==> src/mscr_pkg.sv <==
package mscr_pkg;

  // Register byte offsets on the APB slave
  localparam logic [7:0] ADDR_CELL_FLAGS_LO  = 8'h00;
  localparam logic [7:0] ADDR_CELL_FLAGS_HI  = 8'h04;
  localparam logic [7:0] ADDR_PIN_STATE      = 8'h08;
  localparam logic [7:0] ADDR_DUTY_LO        = 8'h0c;
  localparam logic [7:0] ADDR_DUTY_HI        = 8'h10;
  localparam logic [7:0] ADDR_LPM_CFG        = 8'h14;
  localparam logic [7:0] ADDR_IRQ_STATUS     = 8'h18;
  localparam logic [7:0] ADDR_IRQ_MASK       = 8'h1c;
  localparam logic [7:0] ADDR_CTRL           = 8'h20;

  localparam int NUM_CELLS = 16;
  localparam int NUM_PINS  = 10;
  localparam int DUTY_W    = 4;

  // Oscillator pass window, inclusive
  localparam logic [7:0] OSC_PASS_MIN = 8'h34;
  localparam logic [7:0] OSC_PASS_MAX = 8'h47;

  // Reset values
  localparam logic [15:0] LIMIT_FLAG_RST = 16'hffff;
  localparam logic [7:0]  OSC_COUNT_RST  = 8'h00;
  localparam logic [3:0]  DUTY_RST       = 4'h0;
  localparam logic [7:0]  DEV_COUNT_RST  = 8'h00;
  localparam logic [2:0]  PERIOD_SEL_RST = 3'h0;
  localparam logic        OSC_FLAG_RST   = 1'b1;

  // Fixed reserved field values in the pin-state word
  localparam logic [3:0] FIXED_ZERO_VAL = 4'h0;
  localparam logic [3:0] FIXED_ONE_VAL  = 4'hf;

  // Arbitrary revision value, no meaning
  localparam logic [3:0] REVISION_CODE = 4'h1;

  // Config word fields
  localparam int CFG_DEV_LSB   = 0;
  localparam int CFG_MAN_BIT   = 8;
  localparam int CFG_MPER_LSB  = 9;
  localparam int CFG_BTM_BIT   = 12;
  localparam int CFG_TPER_LSB  = 13;

  // Interrupt status bits
  localparam int IRQ_OV_BIT  = 0;
  localparam int IRQ_UV_BIT  = 1;
  localparam int IRQ_OSC_BIT = 2;
  localparam int IRQ_W       = 3;

  // Control word bits (write-one pulses)
  localparam int CTRL_OSC_CLR_BIT = 0;
  localparam int CTRL_OV_CLR_BIT  = 1;
  localparam int CTRL_UV_CLR_BIT  = 2;

endpackage : mscr_pkg

==> src/mscr_pwm.sv <==
`timescale 1ns/100ps
`default_nettype none
// One balancing channel: duty of code/15 on a 15-slot frame
module mscr_pwm
  import mscr_pkg::*;
#(
  parameter int W = DUTY_W
) (
  input  wire logic         pclk,
  input  wire logic         presetn,
  input  wire logic         slot_en,
  input  wire logic [W-1:0] phase,
  input  wire logic [W-1:0] code,
  output logic              drive
);

  // Phase runs 0..14, so code 15 is always on and 0 always off
  always_ff @(posedge pclk or negedge presetn) begin
    if (!presetn) begin
      drive <= 1'b0;
    end else if (slot_en) begin
      drive <= (phase < code);
    end
  end

endmodule : mscr_pwm
`default_nettype wire

==> src/mscr_regs.sv <==
`timescale 1ns/100ps
`default_nettype none
// Summary of operation
// - Each cell overvoltage flag is set by the 1 ms converter compare and reads 1 after reset.
// - Each cell undervoltage flag is set by the 1 ms converter compare and reads 1 after reset.
// - The oscillator count holds after reset until a clear, then follows each new count until a failure, then holds the first failing count.
// - Counts 52 to 71 inclusive pass and any other count is a failure.
// - Pin level bits are read-only, show the pin level after a two-stage synchroniser and reset to 0.
// - Fixed-zero bits read 0, fixed-one bits read 1, other reserved bits read 0 here.
// - Each cell has a 4-bit duty code, 1111 full, 0001 one fifteenth, 0000 off, reset 0000.
// - The manager bit enables the fault-monitoring manager role and resets to 0.
// - The heartbeat select picks 1,2,4,8,12,16,32,1 s and resets to 000.
// - The bridgeless timeout enable runs the timeout monitor and resets to 0.
// - The bridgeless timeout select picks 1.5,3,6,12,18,24,48,1.5 s and resets to 000.
// - An out-of-range count during a conversion sets the oscillator check flag.
// - The oscillator check flag clears only on the clear command with the oscillator select set.
module mscr_regs
  import mscr_pkg::*;
#(
  parameter int PWM_SLOT_DIV = 40
) (
  input  wire logic                   pclk,
  input  wire logic                   presetn,
  input  wire logic                   psel,
  input  wire logic                   penable,
  input  wire logic                   pwrite,
  input  wire logic [7:0]             paddr,
  input  wire logic [31:0]            pwdata,
  input  wire logic [3:0]             pstrb,
  output logic [31:0]                 prdata,
  output logic                        pready,
  output logic                        pslverr,
  input  wire logic                   cmp_valid,
  input  wire logic [NUM_CELLS-1:0]   cmp_over,
  input  wire logic [NUM_CELLS-1:0]   cmp_under,
  input  wire logic                   osc_valid,
  input  wire logic [7:0]             osc_count,
  input  wire logic [NUM_PINS-1:0]    pin_level,
  output logic [NUM_CELLS-1:0]        balance_drive,
  output logic [7:0]                  chain_device_count,
  output logic                        monitor_manager_enable,
  output logic [2:0]                  heartbeat_period_sel,
  output logic [5:0]                  heartbeat_period_s,
  output logic                        bridgeless_timeout_enable,
  output logic [2:0]                  bridgeless_timeout_sel,
  output logic [6:0]                  bridgeless_timeout_half_s,
  output logic                        osc_check_flag,
  output logic                        irq
);

  logic [NUM_CELLS-1:0]        ov_q;
  logic [NUM_CELLS-1:0]        uv_q;
  logic [7:0]                  osc_cnt_q;
  logic                        osc_flag_q;
  logic [NUM_PINS-1:0]         pin_s1_q;
  logic [NUM_PINS-1:0]         pin_q;
  logic [NUM_CELLS*DUTY_W-1:0] duty_q;
  logic [7:0]                  ndev_q;
  logic                        man_q;
  logic [2:0]                  mper_q;
  logic                        btm_q;
  logic [2:0]                  tper_q;
  logic [IRQ_W-1:0]            ist_q;
  logic [IRQ_W-1:0]            imask_q;
  logic [31:0]                 rdata_q;
  logic [15:0]                 div_q;
  logic [DUTY_W-1:0]           phase_q;

  // Bus decode
  wire        acc      = psel & penable;
  wire        wr       = acc & pwrite;
  wire        rd       = acc & ~pwrite;
  wire        hit_fl0  = (paddr == ADDR_CELL_FLAGS_LO);
  wire        hit_fl1  = (paddr == ADDR_CELL_FLAGS_HI);
  wire        hit_pin  = (paddr == ADDR_PIN_STATE);
  wire        hit_d0   = (paddr == ADDR_DUTY_LO);
  wire        hit_d1   = (paddr == ADDR_DUTY_HI);
  wire        hit_cfg  = (paddr == ADDR_LPM_CFG);
  wire        hit_ist  = (paddr == ADDR_IRQ_STATUS);
  wire        hit_imk  = (paddr == ADDR_IRQ_MASK);
  wire        hit_ctl  = (paddr == ADDR_CTRL);
  wire        mapped   = hit_fl0 | hit_fl1 | hit_pin | hit_d0 | hit_d1 | hit_cfg | hit_ist | hit_imk | hit_ctl;
  wire [31:0] bmask    = {{8{pstrb[3]}}, {8{pstrb[2]}}, {8{pstrb[1]}}, {8{pstrb[0]}}};
  wire [31:0] wmasked  = pwdata & bmask;

  // Zero-wait slave; unmapped addresses answer with an error
  assign pready  = 1'b1;
  assign pslverr = acc & ~mapped;
  assign prdata  = rdata_q;

  // Clear commands are write-one pulses on the control word
  wire        ctl_wr   = wr & hit_ctl;
  wire        osc_clr  = ctl_wr & wmasked[CTRL_OSC_CLR_BIT];
  wire        ov_clr   = ctl_wr & wmasked[CTRL_OV_CLR_BIT];
  wire        uv_clr   = ctl_wr & wmasked[CTRL_UV_CLR_BIT];

  // Oscillator window check
  wire        osc_pass = (osc_count >= OSC_PASS_MIN) && (osc_count <= OSC_PASS_MAX);
  wire        osc_fail = osc_valid & ~osc_pass;

  // Limit flags: a fresh compare sets, clear command drops unless set the same cycle
  wire [NUM_CELLS-1:0] ov_set = cmp_valid ? cmp_over : '0;
  wire [NUM_CELLS-1:0] uv_set = cmp_valid ? cmp_under : '0;
  always_ff @(posedge pclk or negedge presetn) begin
    if (!presetn) begin
      ov_q <= LIMIT_FLAG_RST;
      uv_q <= LIMIT_FLAG_RST;
    end else begin
      ov_q <= ov_set | (ov_clr ? '0 : ov_q);
      uv_q <= uv_set | (uv_clr ? '0 : uv_q);
    end
  end

  // Count capture freezes at the first failure until the flag is cleared
  always_ff @(posedge pclk or negedge presetn) begin
    if (!presetn) begin
      osc_cnt_q  <= OSC_COUNT_RST;
      osc_flag_q <= OSC_FLAG_RST;
    end else begin
      if (osc_valid && (!osc_flag_q || osc_clr)) begin
        osc_cnt_q <= osc_count;
      end
      osc_flag_q <= osc_fail | (osc_flag_q & ~osc_clr);
    end
  end

  // Two-stage synchroniser for the pin levels
  always_ff @(posedge pclk or negedge presetn) begin
    if (!presetn) begin
      pin_s1_q <= '0;
      pin_q    <= '0;
    end else begin
      pin_s1_q <= pin_level;
      pin_q    <= pin_s1_q;
    end
  end

  // Writable config words with byte lanes
  wire [31:0] duty_lo_d = (duty_q[31:0] & ~bmask) | wmasked;
  wire [31:0] duty_hi_d = (duty_q[63:32] & ~bmask) | wmasked;
  wire [31:0] cfg_cur   = {16'h0, tper_q, btm_q, mper_q, man_q, ndev_q};
  wire [31:0] cfg_d     = (cfg_cur & ~bmask) | wmasked;
  always_ff @(posedge pclk or negedge presetn) begin
    if (!presetn) begin
      duty_q <= {NUM_CELLS{DUTY_RST}};
      ndev_q <= DEV_COUNT_RST;
      man_q  <= 1'b0;
      mper_q <= PERIOD_SEL_RST;
      btm_q  <= 1'b0;
      tper_q <= PERIOD_SEL_RST;
    end else begin
      if (wr && hit_d0) duty_q[31:0] <= duty_lo_d;
      if (wr && hit_d1) duty_q[63:32] <= duty_hi_d;
      if (wr && hit_cfg) begin
        ndev_q <= cfg_d[CFG_DEV_LSB +: 8];
        man_q  <= cfg_d[CFG_MAN_BIT];
        mper_q <= cfg_d[CFG_MPER_LSB +: 3];
        btm_q  <= cfg_d[CFG_BTM_BIT];
        tper_q <= cfg_d[CFG_TPER_LSB +: 3];
      end
    end
  end

  // Interrupt status: set wins over write-one clear
  wire [IRQ_W-1:0] ev  = {osc_fail, |uv_set, |ov_set};
  wire [IRQ_W-1:0] w1c = (wr && hit_ist) ? wmasked[IRQ_W-1:0] : '0;
  always_ff @(posedge pclk or negedge presetn) begin
    if (!presetn) begin
      ist_q   <= '0;
      imask_q <= '0;
    end else begin
      ist_q <= ev | (ist_q & ~w1c);
      if (wr && hit_imk) imask_q <= wmasked[IRQ_W-1:0];
    end
  end
  assign irq = |(ist_q & imask_q);

  // Read mux; unused reserved bits read 0
  wire [31:0] pin_word = {10'h0, FIXED_ONE_VAL, FIXED_ZERO_VAL, REVISION_CODE, pin_q};
  wire [31:0] rd_mux =
      hit_fl0 ? {uv_q, ov_q} :
      hit_fl1 ? {23'h0, osc_flag_q, osc_cnt_q} :
      hit_pin ? pin_word :
      hit_d0  ? duty_q[31:0] :
      hit_d1  ? duty_q[63:32] :
      hit_cfg ? cfg_cur :
      hit_ist ? {29'h0, ist_q} :
      hit_imk ? {29'h0, imask_q} : 32'h0;
  always_ff @(posedge pclk or negedge presetn) begin
    if (!presetn) begin
      rdata_q <= '0;
    end else if (psel && !penable && !pwrite) begin
      rdata_q <= rd_mux; // Latched in setup so data is registered at access
    end
  end

  // PWM slot divider and phase 0..14
  always_ff @(posedge pclk or negedge presetn) begin
    if (!presetn) begin
      div_q   <= '0;
      phase_q <= '0;
    end else if (div_q == 16'(PWM_SLOT_DIV - 1)) begin
      div_q   <= '0;
      phase_q <= (phase_q == 4'he) ? 4'h0 : phase_q + 4'h1;
    end else begin
      div_q <= div_q + 16'h1;
    end
  end
  wire slot_en = (div_q == 16'(PWM_SLOT_DIV - 1));

  genvar gi;
  generate
    for (gi = 0; gi < NUM_CELLS; gi++) begin : g_pwm
      mscr_pwm #(.W(DUTY_W)) u_pwm (
        .pclk    (pclk),
        .presetn (presetn),
        .slot_en (slot_en),
        .phase   (phase_q),
        .code    (duty_q[gi*DUTY_W +: DUTY_W]),
        .drive   (balance_drive[gi])
      );
    end
  endgenerate

  // Decoded periods for the heartbeat and timeout engine
  always_comb begin
    unique case (mper_q)
      3'h0:    heartbeat_period_s = 6'd1;
      3'h1:    heartbeat_period_s = 6'd2;
      3'h2:    heartbeat_period_s = 6'd4;
      3'h3:    heartbeat_period_s = 6'd8;
      3'h4:    heartbeat_period_s = 6'd12;
      3'h5:    heartbeat_period_s = 6'd16;
      3'h6:    heartbeat_period_s = 6'd32;
      default: heartbeat_period_s = 6'd1;
    endcase
    unique case (tper_q) // in half seconds
      3'h0:    bridgeless_timeout_half_s = 7'd3;
      3'h1:    bridgeless_timeout_half_s = 7'd6;
      3'h2:    bridgeless_timeout_half_s = 7'd12;
      3'h3:    bridgeless_timeout_half_s = 7'd24;
      3'h4:    bridgeless_timeout_half_s = 7'd36;
      3'h5:    bridgeless_timeout_half_s = 7'd48;
      3'h6:    bridgeless_timeout_half_s = 7'd96;
      default: bridgeless_timeout_half_s = 7'd3;
    endcase
  end

  assign chain_device_count        = ndev_q;
  assign monitor_manager_enable    = man_q;
  assign heartbeat_period_sel      = mper_q;
  assign bridgeless_timeout_enable = btm_q;
  assign bridgeless_timeout_sel    = tper_q;
  assign osc_check_flag            = osc_flag_q;

endmodule : mscr_regs
`default_nettype wire

==> config.mk <==
export PLATFORM = sky130hd
export DESIGN_NAME = mscr_regs
export DESIGN_NICKNAME = d
export VERILOG_FILES = /design/src/mscr_pkg.sv /design/src/mscr_pwm.sv /design/src/mscr_regs.sv
export SDC_FILE = /design/constraint.sdc
export NUM_CORES = 1
export LEC_CHECK = 0
export BUFFER_PORTS_ARGS = -buffer_cell sky130_fd_sc_hd__buf_2
export CORE_ASPECT_RATIO = 0.8
export CORE_UTILIZATION = 35
export DETAILED_ROUTE_END_ITERATION = 7
export PLACE_DENSITY = 0.67
export SETUP_SLACK_MARGIN = 0.5
export SLEW_MARGIN = 20
export SYNTH_ARGS = -nofsm -noshare
export SYNTH_HDL_FRONTEND = slang
export SYNTH_SLANG_ARGS = --single-unit
==> constraint.sdc <==
create_clock -name pclk -period 1.9 [get_ports pclk]
set_input_delay 0.57 -clock pclk [delete_from_list [all_inputs] [get_ports pclk]]
set_output_delay 0.57 -clock pclk [all_outputs]
set_load 0.005 [all_outputs]
==> tab_implementation.tex <==
\begin{tabular}{lr}
\hline
Metric & Value \\
\hline
\multicolumn{2}{l}{\textbf{Critical path}} \\
\quad Critical path type & reg -> out \\
\quad Critical Path Sink Type & output port \\
\quad Reg-to-reg startpoint & div\_q[1] \\
\quad Terminus of the critical flop-to-flop path & phase\_q[3] \\
\quad Critical Path Start Type & flop \\
\quad Flop2flop setup slack & around 180 ps \\
\quad Required arrival time at the worst endpoint & 1330 ps \\
\quad Maximum fanout along the worst path & 2 \\
\quad Worst Reg2Reg Path Length in Cells & 6 \\
\quad Critical path arrival & 1610 ps \\
\multicolumn{2}{l}{\textbf{GRT}} \\
\quad Initial antenna violation count & 2 \\
\quad Maximum number of pins on one net before global-route repair & 45 \\
\quad First-pass GRT wire length & between 50 and 60 mm \\
\quad Global Route Usage Sum & 21.8\% \\
\quad Congestion Overflow GR & 0 \\
\quad Via count of the first global-routing pass & 8753 \\
\multicolumn{2}{l}{\textbf{Job}} \\
\quad Max-cap check violation count & 0 \\
\multicolumn{2}{l}{\textbf{STA}} \\
\quad Setup WS post-layout & -283 ps \\
\quad Peak Freq & 458 MHz \\
\quad Setup repair after global routing missed its margin & yes \\
\quad Period minus WS final & $\sim$2200 ps \\
\quad Final count of pins violating max slew & 0 \\
\quad Sum Neg Setup Slack & -3360 ps \\
\quad Final Hold Vio Count & 1 \\
\quad Worst Skew & between 15 and 20 ps \\
\quad Post-route fraction of the period consumed by the critical path & 115\% \\
\quad Worst Hold Slack & -0.143 ps \\
\quad Endpoints failing setup & 64 \\
\multicolumn{2}{l}{\textbf{CTS}} \\
\quad Clock tree sinks & around 220 \\
\quad H-tree level count & 1 \\
\quad Worst-path clk slew & roughly 60 ps \\
\quad Clk Latency, worst-skew pair & 520 ps \\
\quad CTS Buffer Depth & 3 \\
\quad Cell at the root of the clock tree & clkbuf\_16 \\
\quad Total clock buffers created by CTS & 24 \\
\quad Hold Buf Count CTS & 0 \\
\quad Clock tree from TritonCTS & built \\
\multicolumn{2}{l}{\textbf{Drt}} \\
\quad Detailed router's first-iteration violation count & around 560 \\
\quad Detail-routed net length per standard cell & a little over 20 um \\
\quad Number of detailed-route iterations in the first pass & 5 \\
\quad Count of vias placed by the detailed router & approximately 9000 \\
\quad Post-detailed-route DRC marker count & 0 \\
\quad WL final & 34.7 mm \\
\quad Vias per inst & between 5 and 6 \\
\quad Number of routed nets with antenna violations & 0 \\
\multicolumn{2}{l}{\textbf{Logic synthesis}} \\
\quad Top cells by area in the synthesized netlist & dfrtp\_1 (43\%), mux2\_2 (11\%), dfstp\_2 (8.2\%) \\
\quad Netlist area before placement & approximately 11000 um2 \\
\quad Mapped Nets & 1108 \\
\quad Syn. warnings & 0 \\
\quad Most instantiated cells after synthesis & dfrtp\_1 (182), mux2\_2 (101), nand2\_1 (68) \\
\quad Number of unique standard cell types used by synthesis & 61 \\
\quad Sequential area share after synthesis & about half \\
\quad Most frequently used cell type in the post-synthesis netlist & dfrtp\_1 \\
\quad Fraction of synthesis flops using an asynchronous set or reset pin & between 90\% and 100\% \\
\quad Most used flip-flop cell after synthesis & dfrtp\_1 \\
\quad Count of flip-flops with a built-in enable after synthesis & 0 \\
\quad Per-instance average area after synthesis & 11.1 um2 \\
\quad Top cell type by total area after synthesis & dfrtp\_1 \\
\quad Cells after synthesis & about 960 \\
\quad Proportion of netlist area held by the largest area contributor & between 40\% and 50\% \\
\quad Number of flip-flops and latches in the synthesized netlist & approximately 220 \\
\multicolumn{2}{l}{\textbf{Floorplanning}} \\
\quad Die boundary width & about 200 um \\
\quad Number of standard-cell rows in the floorplan & 56 \\
\quad Die outline area & about 31000 um2 \\
\quad CORE AREA & around 30000 um2 \\
\quad Num ports & between 150 and 200 \\
\quad Initial cell density of the core & a little over a third \\
\quad Y dimension of the die & $\sim$160 um \\
\multicolumn{2}{l}{\textbf{Finish}} \\
\quad Final design utilization & 53.1\% \\
\quad Share of final-layout standard cells stronger than drive strength 1 & approximately 53\% \\
\quad Final nets & roughly 1400 \\
\quad Area growth from synthesis to layout & 47.8\% \\
\multicolumn{2}{l}{\textbf{Status}} \\
\quad Outcome & finished, violations left \\
\quad Violations in the final reports & hold timing, setup timing \\
\multicolumn{2}{l}{\textbf{Power}} \\
\quad Peak ir drop on the vdd network & 0.622 mV \\
\quad Lkg Pwr & 7.46 nW \\
\quad Ratio of total power to cell area & roughly 680 nW/um2 \\
\multicolumn{2}{l}{\textbf{Placement}} \\
\quad RD Place Congestion & 0.880 \\
\quad Placed wire-length estimate after detailed placement & $\sim$23 mm \\
\quad Count of buffers from port buffering & between 150 and 200 \\
\multicolumn{2}{l}{\textbf{Min path}} \\
\quad Path class of the lowest-slack min-delay path & in -> async \\
\hline
\end{tabular}
what timing repair did:
item | CTS | global route
endpoints found under the setup margin | 263 | 269
pin swaps | 79 | 34
resized for setup | 215 | 78
cloned | 8 | 0
setup buffers | 79 | 36
cells by family after synthesis:
family | after synthesis | synth area share (%)
other | 1 | 0.0353
buffers and inverters | 119 | 4.82
AOI/OAI and AO/OA | 219 | 13.2
muxes | 124 | 13.3
xor gates and xnor gates | 16 | 1.32
DFF | 215 | 51.1
adders and majority gates | 49 | 5.77
and+or+nand+nor | 215 | 10.5
power breakdown:
group	switching, W	total [W]	internal (W)
Combinational	0.000602	0.00122	0.000614
Sequential	0.000108	0.00486	0.00476
Clock	0.00186	0.00458	0.00271
Total	0.00257	0.0107	0.00808
placed cells by master, fill, tap and decap left out, types with 11 or more instances in the layout:
| master | netlist | routed |
|---|---|---|
| dfrtp_1 | 182 | 174 |
| buf_2 | 1 | 156 |
| buf_4 | 17 | 112 |
| buf_6 | 0 | 67 |
| mux2_2 | 101 | 62 |
| inv_1 | 57 | 57 |
| a21oi_1 | 60 | 52 |
| ha_1 | 49 | 48 |
| nand2_1 | 68 | 47 |
| a22o_1 | 43 | 43 |
| mux2_4 | 0 | 42 |
| dfstp_2 | 33 | 33 |
| nand2b_1 | 30 | 30 |
| nor2_1 | 37 | 29 |
| o21ai_0 | 55 | 25 |
| clkbuf_16 | 0 | 25 |
| buf_12 | 0 | 24 |
| a22oi_2 | 0 | 23 |
| o21ai_2 | 0 | 17 |
| mux2i_1 | 17 | 16 |
| o21ai_1 | 0 | 13 |
| nand3_1 | 15 | 11 |
layer usage:
metal	GRT usage, %	vias up	routed length, um
met5	0	-	13
met4	4.13	2	803
met3	4.96	62	2490
met2	33.8	312	15700
met1	31.2	4442	15700
li1	-	4107	-
final cells by class:
class,instances,area [um2]
antenna,2,5.00
tap,406,508
inverter,58,218
fill,2486,13900
multi-input combinational,624,5640
timing repair buffer,371,3100
sequential,215,5430
clock buffer,36,747
clock inverter,8,43.8
worst max path at each step:
stage / start / to / cells past startpoint
after floorplan: paddr[1] / osc_cnt_q[0] / 5
after global placement: paddr[7] / osc_cnt_q[1] / 6
after detailed placement: paddr[7] / osc_cnt_q[5] / 6
after CTS: imask_q[2] / irq / 3
after global routing: imask_q[2] / irq / 3
final: imask_q[2] / irq / 3
worst max-delay path, cell delays in order (launching register included):
cell and delay [ps]:
dfrtp_1 390, a222oi_1 500, inv_1 80, buf_2 140
per-stage QoR:
stage               cells  cell area (um2)  setup WS [ps]  hold WS [ps]  total power, W
global route         1718            15700           -360          9.20          0.0110
finish               1720            15700           -283        -0.143          0.0107
floorplan             958            11000           -529           274         0.00532
CTS                  1682            15100           -294          2.50          0.0106
detailed placement   1551            12600           -653           336         0.00588
global placement     1551            12600           -627           337         0.00586
Note: power is estimated with default switching activity, not from simulation.
